**src/rtl/lsd_params.svh**
```systemverilog
`ifndef LSD_PARAMS_SVH
`define LSD_PARAMS_SVH

// register byte offsets
`define LSD_OFS_CFG 8'h00
`define LSD_OFS_LEVEL 8'h04
`define LSD_OFS_WAIT 8'h08
`define LSD_OFS_CHAN0 8'h0C
`define LSD_OFS_STATUS 8'h18
`define LSD_IDX_LAST 3'h6

// configuration fields
`define LSD_CFG_START 1:0
`define LSD_CFG_MINREL 2
`define LSD_CFG_CANCEL 3
`define LSD_CFG_ENDOFF 4
`define LSD_CFG_OFFBYTE 5
`define LSD_CFG_POLINV 6
`define LSD_CFG_ALONE 7
`define LSD_CFG_STACT 8
`define LSD_CFG_DBEG 10:9
`define LSD_CFG_DEND 12:11
`define LSD_CFG_MASK 32'h0000_1FFF

// level, wait and channel fields
`define LSD_LVL_PCT 6:0
`define LSD_WAIT_MIN 5:0
`define LSD_WAIT_SEC 13:8
`define LSD_CH_BYTE 0
`define LSD_CH_ON 1
`define LSD_CH_PCT 14:8

// reset values
`define LSD_CFG_RST 32'h0000_0081
`define LSD_LEVEL_RST 32'h0000_0032
`define LSD_WAIT_RST 32'h0000_0000
`define LSD_CHAN_RST 32'h0000_0000

// values and counts
`define LSD_NCH 3
`define LSD_CH_ALL 2'h3
`define LSD_PCT_MAX 7'h64
`define LSD_PCT_MIN 7'h01
`define LSD_MAX59 6'h3B
`define LSD_VAL_MIN 8'h01
`define LSD_DIM_DOWN_FULL 8'h01
`define LSD_BASE_WAIT_S 12'h00A
`define LSD_CLK_KHZ 25000
`define LSD_TICK_MS 1000
`define LSD_TICK_CYCLES (`LSD_TICK_MS * `LSD_CLK_KHZ)

`endif

```
**src/rtl/lsd_pkg.sv**
```systemverilog
package lsd_pkg;

  typedef enum logic [2:0] {
    LSD_ST_IDLE = 3'b000,
    LSD_ST_WAIT = 3'b001,
    LSD_ST_DIS_SEND = 3'b010,
    LSD_ST_DISABLED = 3'b011,
    LSD_ST_EN_OFF = 3'b100
  } lsd_state_t;

  typedef enum logic [1:0] {
    LSD_SD_OFF = 2'b00,
    LSD_SD_MIN = 2'b01,
    LSD_SD_CFG = 2'b10
  } lsd_start_t;

  typedef enum logic [1:0] {
    LSD_DB_NONE = 2'b00,
    LSD_DB_TG = 2'b01,
    LSD_DB_SD = 2'b10
  } lsd_dbeg_t;

  typedef enum logic [1:0] {
    LSD_EN_NONE = 2'b00,
    LSD_EN_OFF = 2'b01,
    LSD_EN_START = 2'b10
  } lsd_dend_t;

  typedef enum logic [1:0] {
    LSD_TG_SWITCH = 2'b00,
    LSD_TG_VALUE = 2'b01,
    LSD_TG_DIM = 2'b10
  } lsd_tg_kind_t;

  typedef struct packed {
    logic valid;
    lsd_tg_kind_t kind;
    logic [1:0] chan;
    logic [7:0] data;
  } lsd_tg_t;

endpackage : lsd_pkg

```
**src/rtl/lsd_seq.sv**
```systemverilog
// The implementer's own choices: the register addresses and the APB interface to the registers.
`timescale 1ns/10ps
`include "lsd_params.svh"

// Notes on behaviour
// - step-down begins with switch-off, minimum output or configured output.
// - minimum output goes as absolute value 1 or relative 100% down step.
// - configured step-down output always goes as absolute brightness value.
// - configured step-down output is 1 to 100 percent, default 50.
// - waiting time is 10 s plus minutes 0..59 and seconds 0..59.
// - dimming to minimum starts the waiting timer; final state after expiry.
// - ignore mode keeps step-down; presence still there at end restarts startup.
// - cancel mode aborts step-down on new presence and starts startup.
// - after waiting, keep minimum output or switch lighting off.
// - final switch-off goes as 1-bit switch or 1-byte value.
// - disable input polarity is selectable.
// - own disable input only standalone; else first function block disables.
// - status output is 1 while disabled or under manual operation.
// - status is sent on every change or only held readable.
// - disable without telegram sends nothing and leaves lighting alone.
// - disable with telegram sends each channel's switch or value telegram.
// - disable with step-down runs step-down and ignores all presence.
// - end of disable resets to OFF, no presence, aborting disable reactions.
// - enable without telegram stays OFF, sends nothing until new presence.
// - enable with switch-off switches lighting off, restarts if presence.
// - enable with startup asserts presence internally to run startup.
module lsd_seq #(
  parameter int TICK_CYCLES = `LSD_TICK_CYCLES
) (
  // clock, reset, enable
  input wire logic pclk,
  input wire logic presetn,
  input wire logic ce,
  // apb slave
  input wire logic psel,
  input wire logic penable,
  input wire logic pwrite,
  input wire logic [7:0] paddr,
  input wire logic [31:0] pwdata,
  output logic [31:0] prdata,
  output logic pready,
  output logic pslverr,
  // light control events
  input wire logic ctl_end,
  input wire logic presence,
  input wire logic own_disable,
  input wire logic first_function_block_disable,
  input wire logic manual_active,
  input wire logic [7:0] fb_level,
  // bus side results
  output lsd_pkg::lsd_tg_t tg_o,
  output logic startup_req,
  output logic status_disabled,
  output logic status_tx
);

  // percent clamp
  function automatic logic [6:0] sat_pct(input logic [6:0] p, input logic [6:0] lo);
    return (p < lo) ? lo : ((p > `LSD_PCT_MAX) ? `LSD_PCT_MAX : p);
  endfunction : sat_pct

  // clamp to 59
  function automatic logic [5:0] sat59(input logic [5:0] v);
    return (v > `LSD_MAX59) ? `LSD_MAX59 : v;
  endfunction : sat59

  // percent to bus byte, rounded
  function automatic logic [7:0] pct2byte(input logic [6:0] p);
    logic [15:0] t;
    t = 16'(p) * 16'd255 + 16'd50;
    return 8'(t / 16'd100);
  endfunction : pct2byte

  // switch-off telegram in the chosen format
  function automatic lsd_pkg::lsd_tg_t off_tg(input logic as_byte, input logic [1:0] ch);
    lsd_pkg::lsd_tg_t t;
    t.valid = 1'b1;
    t.kind = as_byte ? lsd_pkg::LSD_TG_VALUE : lsd_pkg::LSD_TG_SWITCH;
    t.chan = ch;
    t.data = 8'h00;
    return t;
  endfunction : off_tg

  // registers
  logic [31:0] cfg_reg;
  logic [31:0] level_reg;
  logic [31:0] wait_reg;
  logic [31:0] chan_reg [0:`LSD_NCH-1];
  logic cap_reg;

  // sequencer state
  lsd_pkg::lsd_state_t state_reg, state_next;
  logic [1:0] ch_reg, ch_next;
  logic sd_reg, sd_next;
  logic dis_q, pres_q, stat_reg, tx_reg, start_reg, start_next;
  lsd_pkg::lsd_tg_t tg_reg, tg_next, sd_tg, ch_tg;
  logic tmr_load, tmr_run, tmr_done;
  logic [11:0] tmr_left;

  // configuration decode
  wire lsd_pkg::lsd_start_t start_mode = lsd_pkg::lsd_start_t'(cfg_reg[`LSD_CFG_START]);
  wire lsd_pkg::lsd_dbeg_t db_mode = lsd_pkg::lsd_dbeg_t'(cfg_reg[`LSD_CFG_DBEG]);
  wire lsd_pkg::lsd_dend_t en_mode = lsd_pkg::lsd_dend_t'(cfg_reg[`LSD_CFG_DEND]);
  wire [6:0] sd_pct = level_reg[`LSD_LVL_PCT];
  wire off_byte = cfg_reg[`LSD_CFG_OFFBYTE];

  // effective disable and status
  wire own_dis = own_disable ^ cfg_reg[`LSD_CFG_POLINV];
  wire dis_eff = cfg_reg[`LSD_CFG_ALONE] ? own_dis : first_function_block_disable;
  wire stat_now = dis_eff | manual_active;
  wire dis_rise = dis_eff & ~dis_q;
  wire dis_fall = ~dis_eff & dis_q;
  wire pres_rise = presence & ~pres_q;
  wire sd_go = (dis_rise & (db_mode == lsd_pkg::LSD_DB_SD))
             | ((state_reg == lsd_pkg::LSD_ST_IDLE) & ctl_end & ~dis_eff);

  // waiting time in seconds: base plus minutes and seconds
  wire [11:0] wait_secs = `LSD_BASE_WAIT_S + 12'(wait_reg[`LSD_WAIT_MIN]) * 12'd60
                        + 12'(wait_reg[`LSD_WAIT_SEC]);

  // telegram at the start of step-down
  always_comb begin
    sd_tg.valid = 1'b1;
    sd_tg.chan = `LSD_CH_ALL;
    sd_tg.kind = lsd_pkg::LSD_TG_VALUE;
    sd_tg.data = `LSD_VAL_MIN;
    case (start_mode)
      lsd_pkg::LSD_SD_OFF: sd_tg = off_tg(off_byte, `LSD_CH_ALL);
      lsd_pkg::LSD_SD_CFG: sd_tg.data = pct2byte(sd_pct);
      lsd_pkg::LSD_SD_MIN: begin
        if (cfg_reg[`LSD_CFG_MINREL]) begin
          sd_tg.kind = lsd_pkg::LSD_TG_DIM;
          sd_tg.data = `LSD_DIM_DOWN_FULL;
        end
      end
      default: sd_tg.valid = 1'b0;
    endcase
  end

  // per-channel disable telegram
  always_comb begin
    ch_tg.valid = 1'b1;
    ch_tg.chan = ch_reg;
    ch_tg.kind = lsd_pkg::LSD_TG_SWITCH;
    ch_tg.data = {7'h00, chan_reg[ch_reg][`LSD_CH_ON]};
    if (chan_reg[ch_reg][`LSD_CH_BYTE]) begin
      ch_tg.kind = lsd_pkg::LSD_TG_VALUE;
      ch_tg.data = pct2byte(chan_reg[ch_reg][`LSD_CH_PCT]);
    end
  end

  // sequencer next state
  always_comb begin
    state_next = state_reg;
    ch_next = ch_reg;
    sd_next = sd_reg;
    tg_next = '0;
    start_next = 1'b0;
    tmr_load = 1'b0;
    if (dis_fall) begin
      sd_next = 1'b0;
      ch_next = 2'h0;
      state_next = lsd_pkg::LSD_ST_IDLE;
      if (en_mode == lsd_pkg::LSD_EN_OFF) state_next = lsd_pkg::LSD_ST_EN_OFF;
      if (en_mode == lsd_pkg::LSD_EN_START) start_next = 1'b1;
    end else if (dis_rise & (db_mode != lsd_pkg::LSD_DB_SD)) begin
      ch_next = 2'h0;
      state_next = (db_mode == lsd_pkg::LSD_DB_TG) ? lsd_pkg::LSD_ST_DIS_SEND
                                                  : lsd_pkg::LSD_ST_DISABLED;
    end else if (sd_go) begin
      tg_next = sd_tg;
      sd_next = dis_rise;
      if (start_mode == lsd_pkg::LSD_SD_OFF) begin
        state_next = dis_rise ? lsd_pkg::LSD_ST_DISABLED : lsd_pkg::LSD_ST_IDLE;
      end else begin
        tmr_load = 1'b1;
        state_next = lsd_pkg::LSD_ST_WAIT;
      end
    end else begin
      case (state_reg)
        lsd_pkg::LSD_ST_WAIT: begin
          if (pres_rise & cfg_reg[`LSD_CFG_CANCEL] & ~sd_reg) begin
            start_next = 1'b1;
            state_next = lsd_pkg::LSD_ST_IDLE;
          end else if (tmr_done) begin
            if (cfg_reg[`LSD_CFG_ENDOFF]) tg_next = off_tg(off_byte, `LSD_CH_ALL);
            start_next = presence & ~sd_reg;
            state_next = sd_reg ? lsd_pkg::LSD_ST_DISABLED : lsd_pkg::LSD_ST_IDLE;
          end
        end
        lsd_pkg::LSD_ST_DIS_SEND: begin
          tg_next = ch_tg;
          ch_next = ch_reg + 2'h1;
          if (ch_reg == 2'(`LSD_NCH - 1)) begin
            ch_next = 2'h0; // keeps the channel index inside the table
            state_next = lsd_pkg::LSD_ST_DISABLED;
          end
        end
        lsd_pkg::LSD_ST_EN_OFF: begin
          tg_next = off_tg(1'b0, ch_reg);
          ch_next = ch_reg + 2'h1;
          if (ch_reg == 2'(`LSD_NCH - 1)) begin
            ch_next = 2'h0;
            start_next = presence;
            state_next = lsd_pkg::LSD_ST_IDLE;
          end
        end
        default: state_next = state_reg;
      endcase
    end
  end

  // sequencer registers
  always_ff @(posedge pclk or negedge presetn) begin
    if (!presetn) begin
      state_reg <= lsd_pkg::LSD_ST_IDLE;
      ch_reg <= 2'h0;
      sd_reg <= 1'b0;
      tg_reg <= '0;
      start_reg <= 1'b0;
    end else if (ce) begin
      state_reg <= state_next;
      ch_reg <= ch_next;
      sd_reg <= sd_next;
      tg_reg <= tg_next;
      start_reg <= start_next;
    end
  end

  // edge history and disable status
  always_ff @(posedge pclk or negedge presetn) begin
    if (!presetn) begin
      dis_q <= 1'b0;
      pres_q <= 1'b0;
      stat_reg <= 1'b0;
      tx_reg <= 1'b0;
    end else if (ce) begin
      dis_q <= dis_eff;
      pres_q <= presence & ~dis_fall;
      stat_reg <= stat_now;
      tx_reg <= cfg_reg[`LSD_CFG_STACT] & (stat_now != stat_reg);
    end
  end

  // waiting timer
  lsd_sec_timer #(
    .TICK_CYCLES(TICK_CYCLES)
  ) u_timer (
    .pclk(pclk),
    .presetn(presetn),
    .ce(ce),
    .load(tmr_load),
    .secs(wait_secs),
    .running(tmr_run),
    .done(tmr_done),
    .remain(tmr_left)
  );

  // apb decode
  wire [2:0] idx = paddr[4:2];
  wire mapped = (paddr[7:5] == 3'h0) & (paddr[1:0] == 2'h0) & (idx <= `LSD_IDX_LAST);
  wire wr = psel & penable & pwrite & pready & mapped;
  wire [31:0] status_word = {4'h0, tmr_left, fb_level, 2'h0, tmr_run, sd_reg,
                             stat_reg, state_reg};
  wire [31:0] rdata = (paddr == `LSD_OFS_CFG) ? cfg_reg
                    : (paddr == `LSD_OFS_LEVEL) ? level_reg
                    : (paddr == `LSD_OFS_WAIT) ? wait_reg
                    : (paddr == `LSD_OFS_STATUS) ? status_word
                    : (mapped & (idx >= 3'h3)) ? chan_reg[2'(idx - 3'h3)]
                    : 32'h0000_0000;
  assign pready = ce & cap_reg;
  assign pslverr = psel & penable & ~mapped;

  // register writes and read capture
  always_ff @(posedge pclk or negedge presetn) begin
    if (!presetn) begin
      cfg_reg <= `LSD_CFG_RST;
      level_reg <= `LSD_LEVEL_RST;
      wait_reg <= `LSD_WAIT_RST;
      for (int i = 0; i < `LSD_NCH; i++) chan_reg[i] <= `LSD_CHAN_RST;
      prdata <= 32'h0000_0000;
      cap_reg <= 1'b0;
    end else if (ce) begin
      cap_reg <= psel;
      if (psel) prdata <= rdata;
      if (wr & (paddr == `LSD_OFS_CFG)) cfg_reg <= pwdata & `LSD_CFG_MASK;
      if (wr & (paddr == `LSD_OFS_LEVEL)) begin
        level_reg <= {25'h0, sat_pct(pwdata[6:0], `LSD_PCT_MIN)};
      end
      if (wr & (paddr == `LSD_OFS_WAIT)) begin
        wait_reg <= {18'h0, sat59(pwdata[13:8]), 2'h0, sat59(pwdata[5:0])};
      end
      // status word is read-only, so channel writes stop below it
      if (wr & (paddr >= `LSD_OFS_CHAN0) & (paddr < `LSD_OFS_STATUS)) begin
        chan_reg[2'(idx - 3'h3)] <= {17'h0, sat_pct(pwdata[14:8], 7'h00), 6'h0, pwdata[1:0]};
      end
    end
  end

  // outputs
  assign tg_o = '{valid: tg_reg.valid & ce, kind: tg_reg.kind, chan: tg_reg.chan,
                  data: tg_reg.data};
  assign startup_req = start_reg & ce;
  assign status_disabled = stat_reg;
  assign status_tx = tx_reg & ce;
endmodule : lsd_seq

```
**src/rtl/lsd_sec_timer.sv**
```systemverilog
`timescale 1ns/10ps
`include "lsd_params.svh"

module lsd_sec_timer #(
  parameter int TICK_CYCLES = `LSD_TICK_CYCLES
) (
  // clock, reset, enable
  input wire logic pclk,
  input wire logic presetn,
  input wire logic ce,
  // control
  input wire logic load,
  input wire logic [11:0] secs,
  // status
  output logic running,
  output logic done,
  output logic [11:0] remain
);

  localparam int PW = $clog2(TICK_CYCLES + 1);

  logic [PW-1:0] pre_reg;
  logic [11:0] left_reg;
  logic run_reg;

  // one second tick from the prescaler
  wire tick = run_reg & (pre_reg == PW'(TICK_CYCLES - 1));
  assign done = ce & tick & (left_reg == 12'h001);
  assign running = run_reg;
  assign remain = left_reg;

  // prescaler and seconds counter, reloaded on load
  always_ff @(posedge pclk or negedge presetn) begin
    if (!presetn) begin
      pre_reg <= '0;
      left_reg <= 12'h000;
      run_reg <= 1'b0;
    end else if (ce) begin
      if (load) begin
        pre_reg <= '0;
        left_reg <= secs;
        run_reg <= (secs != 12'h000);
      end else if (run_reg) begin
        pre_reg <= tick ? '0 : pre_reg + 1'b1;
        if (tick) left_reg <= left_reg - 12'h001;
        if (done) run_reg <= 1'b0;
      end
    end
  end

endmodule : lsd_sec_timer

```
**config.mk**
```make
export PLATFORM = sky130hd
export DESIGN_NAME = lsd_seq
export DESIGN_NICKNAME = d
export VERILOG_FILES = /design/src/rtl/lsd_pkg.sv /design/src/rtl/lsd_seq.sv /design/src/rtl/lsd_sec_timer.sv
export VERILOG_INCLUDE_DIRS = /design/src /design/src/rtl
export SDC_FILE = /design/constraint.sdc
export NUM_CORES = 1
export LEC_CHECK = 0
export BUFFER_PORTS_ARGS = -buffer_cell sky130_fd_sc_hd__buf_2
export CORE_ASPECT_RATIO = 0.5
export CORE_MARGIN = 3
export CORE_UTILIZATION = 60
export CTS_BUF_LIST = sky130_fd_sc_hd__clkbuf_8
export CTS_CLUSTER_SIZE = 16
export DETAILED_ROUTE_END_ITERATION = 7
export PLACE_DENSITY = 0.79
export SLEW_MARGIN = 5
export SYNTH_ARGS = -nofsm -noshare
export SYNTH_HDL_FRONTEND = slang
export SYNTH_SLANG_ARGS = --single-unit
```
**constraint.sdc**
```tcl
create_clock -name pclk -period 20.2 [get_ports pclk]
set_input_delay 5.05 -clock pclk [delete_from_list [all_inputs] [get_ports pclk]]
set_output_delay 5.05 -clock pclk [all_outputs]
set_load 0.005 [all_outputs]
```
[Word level (Yosys, flattened, before mapping)]
Cells that the tools add are included.
Word-level totals
  output and inout bits: 50
  bits of input ports: 59
  bits in registers: 223
Cells by class
  bitwise operators: 43
  $mul: 3
  divide/modulo/power cells: 2
  $add $sub $neg: 8
  order comparisons: 13
  muxes and demuxes: 77
  reduce and logical (&&, ||, !) cells: 24
  eq/ne operators: 22
Operator list (number)
  two-way mux 32 bit: 8
  binary-select mux 32 bit (select 2 bit): 2
  bitwise mux 96 bit: 1
  two-way mux 13 bit: 6
  two-way mux 25 bit: 3
  demux 32 bit (select 2 bit): 1
  one-hot mux 13 bit (3 select lines): 1
  two-way mux 12 bit: 3
  adder 15 x 6 -> 16 bit (second input constant): 2
  bitwise AND 1 bit: 32
  divider 16 x 7 -> 16 bit (second input constant): 2
  multiplier 7 x 8 -> 15 bit (second input constant): 2
  two-way mux 15 bit: 2
  two-way mux 7 bit: 4
  adder 25 x 1 -> 25 bit (second input constant): 1
  equality test 25 bit (second input constant): 1
  two-way mux 3 bit: 8
  two-way mux 1 bit: 22
  two-way mux 2 bit: 9
  one-hot mux 8 bit (2 select lines): 1
  greater-than comparator 7 bit (second input constant): 2
  < comparator 7 x 1 -> 1 bit (second input constant): 2
  adder 12 x 6 -> 12 bit: 1
  adder 4 x 12 -> 12 bit (first input constant): 1
  47 further kinds: 75

[Longest topological paths before layout]
Gate-level depths: netlist of run 1.
  depth in word-level cells: 12
  mapped depth: 43
  mapped depth without buffers: 37

[Modules after synthesis]
Synthesis of run 1 repeated with hierarchy kept, for this count alone.
Unflattened totals
  cell total of the unflattened synthesis: 1912
  area, all modules: 16071.7 µm²
By module, submodules not included
  lsd_seq: seq. area each 2808.9 µm², cells each 1639, area each 13730.7 µm², times used 1
  lsd_sec_timer: seq. area each 950.9 µm², cells each 273, area each 2341.0 µm², times used 1

[Worst setup path after synthesis of run 1]
OpenSTA, ideal clock, no wires.
  kind: input-to-output
  start: input paddr[5]
  end: output pslverr
  buffers on the path: 0
  arrival time: 6.074 ns
  data required time: 15.150 ns
  slack: 9.076 ns
  cell stages on the path: 4
  path through: or3_1 or3_1 o21bai_1 nor2b_1
On the way
  longest elaborated chain between the ends: 5
Ends and longest elaborated chain
  from (decl): line lsd_seq.sv:38  | input wire logic [7:0] paddr,
  zero test 3 bit: line lsd_seq.sv:261  | wire mapped = (paddr[7:5] == 3'h0) & (paddr[1:0] == 2'h0) & (idx <= `LSD_IDX_LAST);
  bitwise AND 1 bit (2 in series): line lsd_seq.sv:261
  inverter 1 bit: line lsd_seq.sv:272  | assign pslverr = psel & penable & ~mapped;
  bitwise AND 1 bit: line lsd_seq.sv:272
  to (decl): line lsd_seq.sv:42  | output logic pslverr,
No other way between the ends.

[Worst setup path after layout of run 1]
  start: register ch_reg[0]
  end: register tg_reg, in the netlist tg_o[0]
On the way
  longest elaborated chain between the ends: 12
Ends and longest elaborated chain
  from (decl): line lsd_seq.sv:93  | logic [1:0] ch_reg, ch_next;
  from (signal assigned): line lsd_seq.sv:223  | ch_reg <= ch_next;
  inverter 2 -> 3 bit (implied by the code) (*): line lsd_seq.sv:145, lsd_seq.sv:146, lsd_seq.sv:148
  binary-select mux 32 bit (select 2 bit) (*): line lsd_seq.sv:145, lsd_seq.sv:146, lsd_seq.sv:148
  two-way mux 15 bit (implied by the code) (*) (2 in series): line lsd_seq.sv:148  | ch_tg.data = pct2byte(chan_reg[ch_reg][`LSD_CH_PCT]);
  multiplier 7 x 8 -> 15 bit: line lsd_seq.sv:70  | t = 16'(p) * 16'd255 + 16'd50;
  adder 15 x 6 -> 16 bit: line lsd_seq.sv:70
  divider 16 x 7 -> 16 bit: line lsd_seq.sv:71  | return 8'(t / 16'd100);
  two-way mux 8 bit (*): line lsd_seq.sv:146  | if (chan_reg[ch_reg][`LSD_CH_BYTE]) begin
  one-hot mux 13 bit (3 select lines) (*): line lsd_seq.sv:180  | case (state_reg)
  two-way mux 13 bit (*): line lsd_seq.sv:170  | end else if (sd_go) begin
  two-way mux 13 bit (*): line lsd_seq.sv:166  | end else if (dis_rise & (db_mode != lsd_pkg::LSD_DB_SD)) begin
  two-way mux 13 bit (*): line lsd_seq.sv:160  | if (dis_fall) begin
  to (signal assigned): line lsd_seq.sv:225  | tg_reg <= tg_next;
  to (decl): line lsd_seq.sv:96  | lsd_pkg::lsd_tg_t tg_reg, tg_next, sd_tg, ch_tg;
Every way passes the cells marked *; elsewhere a longest branch is shown, timed or not. The select of a mux whose other input is x is not followed.
A chain may end at the register's enable or synchronous reset.

==> results of run 1 <==
[worst reg2reg max path: cells and delay by family (launching register included)]
kind / cells / cell delay (ps)
XOR/XNOR: 2 / 320
multiplexers: 3 / 870
AND/OR/NAND/NOR: 6 / 2200
AO/OA/AOI/OAI: 17 / 5480
adder cells (fa/ha/maj): 5 / 2360
buffers and inverters: 3 / 270
flip-flops: 1 / 620
[per-layer routing]
layer / up-vias / part of all wire, % / track usage (%)
met5: - / 0.026 / 0
met4: 2 / 1.5 / 6.49
met3: 59 / 6.7 / 4.21
met2: 562 / 46 / 46.3
met1: 7243 / 46 / 40.6
li1: 7286 / - / -
[cells in the mapped netlist (all sizes together), types with 11 or more instances]
cell    instances  share of area (%)
mux2           41                2.9
o21a           17               0.80
a22oi          14               0.65
fa             54                6.7
nand3          59                1.9
o31ai          14               0.68
xor2           38                2.1
nor4           19               0.78
o21ai         174                5.4
a221oi         11               0.75
nor2b          13               0.51
a21o           26                1.2
dfrtp         145                 23
nand2         212                5.0
nor2          175                4.2
buf            41                1.6
a32oi          13               0.80
o22ai          21               0.94
or2            13               0.51
mux2i          29                1.8
a31oi          21               0.82
or3            23               0.92
nand4          24               0.93
a211oi         22                1.2
and2           24               0.96
nor3           53                1.7
inv           119                2.8
xnor2          43                2.5
o211ai         29                1.4
clkbuf         56                1.3
nand2b         21               0.82
and3           15               0.61
ha            102                7.9
a21oi         125                3.9
[where the power goes]
part | internal [uW] | total, uW | switching, uW
Combinational | 72.1 | 188 | 116
Sequential | 324 | 360 | 35.8
Clock | 122 | 242 | 120
[layout make-up]
type	count	area (um^2)
fillers	2154	8780
clock inverters	15	178
flip-flops and latches	150	3760
repair buffers	98	524
well taps	344	430
clock buffers	17	234
multi-input cells	1616	11400
inverters	120	450
[layout by cell type, fill, tap and decap left out, types with 29 or more instances in the layout]
cell type,count
o21ai_0,159
a21oi_1,123
o211ai_1,29
nor2_1,171
inv_1,120
dfrtp_1,145
ha_1,102
xor2_1,38
mux2_2,39
buf_2,86
nand2_1,210
nor3_1,51
fa_1,54
xnor2_1,40
nand3_1,58
[stage by stage]
stage	hold slack (ps)	power, uW	util, %	instance area [um^2]
2_1_floorplan	456	495	-	16100
3_3_place_gp	460	545	64.4	16600
3_5_place_dp	467	548	64.4	16600
4_1_cts	488	789	66.0	17000
5_1_grt	507	834	66.0	17000
6_report	480	791	66.0	17000
[how the worst max path moves through the flow]
stage | slack [ps] | cells after the start | to
floorplan | 9080 | 4 | pslverr
global placement | 8400 | 36 | tg_o[0]
detailed placement | 8310 | 36 | tg_o[0]
CTS | 8260 | 36 | tg_o[0]
global route | 7210 | 36 | tg_o[0]
finish | 8010 | 36 | tg_o[0]
[logic make-up (layout without fill, tap and decap cells)]
| group | count (synthesis) | count (layout) | share of synthesized area [%] |
|---|---|---|---|
| AND/OR/NAND/NOR | 682 | 682 | 20.4 |
| AO/OA/AOI/OAI | 623 | 623 | 26.6 |
| buffers and inverters | 217 | 250 | 5.69 |
| adder cells (fa/ha/maj) | 156 | 156 | 14.6 |
| flip-flops | 150 | 150 | 23.3 |
| XOR/XNOR | 81 | 81 | 4.55 |
| multiplexers | 70 | 70 | 4.72 |
| other | 1 | 4 | 0.0233 |
==> flow_metrics.env, run 1 <==
export IMPL_status="finished, final reports clean"
export IMPL_dp_cells=2328
export IMPL_reg2regPathDepth=36
export IMPL_via_count=15200
export IMPL_synth_warning_count=0
export IMPL_rsz0062_at_grt="no"
export IMPL_rows=41
export IMPL_io_pins=109
export IMPL_track_usage_pct=28.5
export IMPL_critPathSlowestCell="nor2b_1"
export IMPL_fin_setup_tns_ps=0
export IMPL_via_per_inst=6.42
export IMPL_wl_per_cell_um=17.6
export IMPL_async_flop_share_pct=100
export IMPL_p_leak_uw=0.00765
export IMPL_drt_iter0_markers=1389
export IMPL_drive_gt1_share_pct=11.5
export IMPL_grt_pass1_wl_um=68500
export IMPL_cp_required_ps=20580
export IMPL_largest_reg_flops=28
export IMPL_place_congestion=0.898
export IMPL_slew_viol_final=0
export IMPL_vdd_ir_drop_max_mv=0.0683
export IMPL_cts_path_max_buffers=2
export IMPL_cts_sinks=150
export IMPL_initial_utilization_pct=62.4
export IMPL_avgSynthCellArea_um2=8.13
export IMPL_path_max_fanout=13
export IMPL_maxSlewHeadroom_pct=22.0
export IMPL_ctsHoldBuffers=0
export IMPL_slowest_delay_ps=860
export IMPL_arrival_ps=12570
export IMPL_antenna_cells=0
export IMPL_crit_start="ch_reg[0]"
export IMPL_portBuffers=87
export IMPL_setup_violations=0
export IMPL_antenna_found_initial=1
export IMPL_synth_enable_flop_cells=0
export IMPL_critPathLaunchType="register"
export IMPL_ys_flop_type="dfrtp_1"
export IMPL_drc_errors=0
export IMPL_synthToLayoutAreaGrowth_pct=5.73
export IMPL_finalHoldViolCount=0
export IMPL_fin_crit_sh_pct=60.3
export IMPL_cts_repair_resized=0
export IMPL_die_x_um=238
export IMPL_fin_ws_ps=8010
export IMPL_cts_setup_buffers=0
export IMPL_tightest_slew_ps=1160
export IMPL_grt_max_degree=83
export IMPL_antenna_left=0
export IMPL_r2r_end="tg_o[0]"
export IMPL_overflow=0
export IMPL_grt_pass1_vias=13900
export IMPL_nets=2218
export IMPL_hp_class="register to register"
export IMPL_holdPathEnd="prdata[17]"
export IMPL_seq_area_frac_synth_pct=23.3
export IMPL_hp_start="prdata[17]"
export IMPL_cts_root_buf="clkbuf_8"
export IMPL_reg2reg_from="ch_reg[0]"
export IMPL_p_per_area_mw_per_mm2=46.4
export IMPL_core_area_mm2=0.0258
export IMPL_cts_htree_levels=4
export IMPL_fmax_mhz=82.1
export IMPL_drv_cap=0
export IMPL_whs_path_depth=2
export IMPL_dr_pass1_iters=6
export IMPL_end_kind="register"
export IMPL_synthCells=1980
export IMPL_cts_tree="done"
export IMPL_critPathKind="register to register"
export IMPL_clk_pin_slew_worst_paths_ps=90
export IMPL_fin_skew_ps=15.1
export IMPL_insertion_delay_ps=470
export IMPL_cts_made_buffers=17
export IMPL_min_period_ps=12190
export IMPL_ys_ff_latch=150
export IMPL_ys_types=121
export IMPL_crit_family="compound AO/OA/AOI/OAI gates"
export IMPL_die_y_um=122
export IMPL_wl_um=41600
export IMPL_syn_area_mm2=0.0161
export IMPL_path_buf_inv=3
export IMPL_instances_no_fill=2360
export IMPL_dp_hpwl_um=31700
export IMPL_preCtsSetupSlack_ps=8310
export IMPL_die_area_mm2=0.0290
export IMPL_worst_r2r_setup_slack_ps=8010
Note: power is estimated with default switching activity, not from simulation.
==> inputs of run 2 (changes only) <==
--- a/config.mk
+++ b/config.mk
@@ -6,6 +6,7 @@
 export SDC_FILE = /design/constraint.sdc
 export NUM_CORES = 1
 export LEC_CHECK = 0
+export ABC_AREA = 1
 export BUFFER_PORTS_ARGS = -buffer_cell sky130_fd_sc_hd__buf_2
 export CORE_ASPECT_RATIO = 0.5
 export CORE_MARGIN = 3
==> constraint.sdc (replaced) <==
create_clock -name pclk -period 12.68 [get_ports pclk]
set_input_delay 3.17 -clock pclk [delete_from_list [all_inputs] [get_ports pclk]]
set_output_delay 3.17 -clock pclk [all_outputs]
set_load 0.005 [all_outputs]
==> flow_metrics.env, run 2 <==
export IMPL_grt_max_degree=78
export IMPL_fin_setup_tns_ps=0
export IMPL_drive_gt1_share_pct=11.9
export IMPL_fmax_mhz=99.6
export IMPL_critPathLaunchType="register"
export IMPL_synthToLayoutAreaGrowth_pct=7.25
export IMPL_syn_area_mm2=0.0149
export IMPL_synth_top_cells_by_count="nand2_1, inv_1, o21ai_0"
export IMPL_yosysMostFrequentCell="nand2_1"
export IMPL_grt_pass1_wl_um=60900
export IMPL_min_period_ps=10040
export IMPL_synth_top_family_by_area="simple AND/OR/NAND/NOR gates"
export IMPL_fin_crit_sh_pct=79.2
export IMPL_die_x_um=229
export IMPL_clk_pin_slew_worst_paths_ps=90
export IMPL_wl_um=36800
export IMPL_cts_made_buffers=17
export IMPL_wl_per_cell_um=14.5
export IMPL_hp_class="register to register"
export IMPL_yosysTopAreaCellShare_pct=24.4
export IMPL_n_fill_cell=2173
export IMPL_synth_compound_area_share_pct=13.6
export IMPL_yosys_area_share_adder_pct=15.9
export IMPL_async_flop_share_pct=100
export IMPL_insertion_delay_ps=480
export IMPL_rows=40
export IMPL_cp_common_cell="nand2_1"
export IMPL_ys_ff_latch=150
export IMPL_drv_cap=0
export IMPL_synthTopCellsByArea="dfrtp_1, nand2_1, inv_1"
export IMPL_drt_iter0_markers=1248
export IMPL_nets=2404
export IMPL_cts_path_max_buffers=2
export IMPL_critPathKind="register to register"
export IMPL_synth_enable_flop_cells=0
export IMPL_cts_root_buf="clkbuf_8"
export IMPL_yosysTopAreaCell="dfrtp_1"
export IMPL_drc_errors=0
export IMPL_ys_types=55
export IMPL_maxSlewHeadroom_pct=17.8
export IMPL_whs_path_depth=2
export IMPL_cts_sinks=150
export IMPL_setup_violations=0
export IMPL_reg2reg_from="ch_reg[0]"
export IMPL_fin_skew_ps=18.5
export IMPL_antenna_found_initial=2
export IMPL_cp_required_ps=13050
export IMPL_ff_latch_area_mm2=0.00376
export IMPL_via_per_inst=5.47
export IMPL_cts_htree_levels=4
export IMPL_synthMuxAreaShare_pct=0.227
export IMPL_overflow=0
export IMPL_dp_hpwl_um=29100
export IMPL_largest_reg_flops=28
export IMPL_vdd_ir_drop_max_mv=0.0685
export IMPL_cts_tree="done"
export IMPL_synth_xor_area_share_pct=2.65
export IMPL_cts_setup_buffers=0
export IMPL_track_usage_pct=27.8
export IMPL_p_leak_uw=0.00858
export IMPL_slowest_delay_ps=670
export IMPL_cts_repair_resized=0
export IMPL_p_per_area_mw_per_mm2=102
export IMPL_io_pins=109
export IMPL_worst_r2r_setup_slack_ps=2640
export IMPL_crit_start="ch_reg[0]"
export IMPL_antenna_left=0
export IMPL_finalHoldViolCount=0
export IMPL_synth_simple_area_share_pct=31.0
export IMPL_preCtsSetupSlack_ps=2680
export IMPL_layout_commonest_cell="nand2_1"
export IMPL_tightest_slew_ps=1230
export IMPL_arrival_ps=10410
export IMPL_ctsHoldBuffers=0
export IMPL_path_max_fanout=9
export IMPL_rsz0062_at_grt="no"
export IMPL_reg2regPathDepth=65
export IMPL_seq_area_frac_synth_pct=25.3
export IMPL_crit_end="tg_o[0]"
export IMPL_portBuffers=87
export IMPL_r2r_end="tg_o[0]"
export IMPL_multiInputGateArea_mm2=0.00941
export IMPL_core_area_mm2=0.0242
export IMPL_final_cell_mix="nand2_1, inv_1, o21ai_0"
export IMPL_dr_pass1_iters=7
export IMPL_status="finished, final reports clean"
export IMPL_slew_viol_final=0
export IMPL_avgSynthCellArea_um2=7.02
export IMPL_antenna_cells=0
export IMPL_critPathSlowestCell="fa_1"
export IMPL_die_y_um=117
export IMPL_grt_pass1_vias=12700
export IMPL_end_kind="register"
export IMPL_fin_ws_ps=2640
export IMPL_via_count=13900
export IMPL_synthCells=2117
export IMPL_die_area_mm2=0.0268
export IMPL_ys_flop_type="dfrtp_1"
export IMPL_place_congestion=0.961
export IMPL_synth_warning_count=0
export IMPL_initial_utilization_pct=61.4
## run 2: changes by cell type after synthesis, moves of 32 or more
cell and delta:
nand3_1 +91, a21oi_1 -36, mux2_2 -36, nor3_1 -32
nand2_2 +58, nand2_1 +268, nand4_1 +34, inv_1 +244
## run 2: report_power, final
group          switching (uW)  internal, uW
combinational             433           210
sequential               58.0           545
clock                     209           166
total                     699           921
## run 2: logic make-up (layout without fill, tap and decap cells)
kind of cell / Yosys count / in the layout
fa+ha+maj: 156 / 156
flops: 150 / 150
buf+inv: 431 / 513
simple gates: 979 / 979
other cells: 1 / 4
xor+xnor: 45 / 45
mux: 3 / 3
compound gates: 352 / 352
## run 2: worst min path at each step
stage / from / to
2_1_floorplan: cap_reg / cap_reg
3_3_place_gp: cap_reg / cap_reg
3_5_place_dp: prdata[24] / prdata[24]
4_1_cts: prdata[24] / prdata[24]
5_1_grt: chan_reg[77] / chan_reg[77]
6_report: prdata[24] / prdata[24]
## run 2: final cells by class
| cell class | count | share of cell area, % |
|---|---|---|
| Multi-Input combinational cell | 1539 | 59.1 |
| Sequential cell | 150 | 23.6 |
| Inverter | 387 | 9.12 |
| Timing Repair Buffer | 94 | 3.10 |
| Tap cell | 336 | 2.64 |
| Clock buffer | 18 | 1.56 |
| Clock inverter | 14 | 0.880 |
## run 2: critical path: cells and delay by family (launching register included)
kind                       cells  cell delay (ps)
AOI/OAI and AO/OA              1              630
DFF                            1              450
adders and majority gates      5             2570
buffers and inverters          8              890
and+or+nand+nor               51             5340
## run 2: layer usage
layer	global-route usage (%)	vias to the layer above	part of all wire (%)
met1	37.2	6369	45
met3	5.37	79	6.5
met5	0	-	0.079
li1	-	7006	-
met4	8.94	4	2.9
met2	46.1	434	45
## run 2: metrics by stage
stage | utilization (%) | area [um^2] | power (uW) | hold slack (ps) | std cells
finish | 65.9 | 15900 | 1620 | 484 | 2538
CTS | 65.9 | 15900 | 1620 | 488 | 2538
detailed placement | 64.3 | 15500 | 1240 | 468 | 2506
global placement | 64.3 | 15500 | 1230 | 454 | 2506
floorplan | - | 14900 | 1100 | 442 | 2120
global route | 65.9 | 15900 | 1750 | 515 | 2538
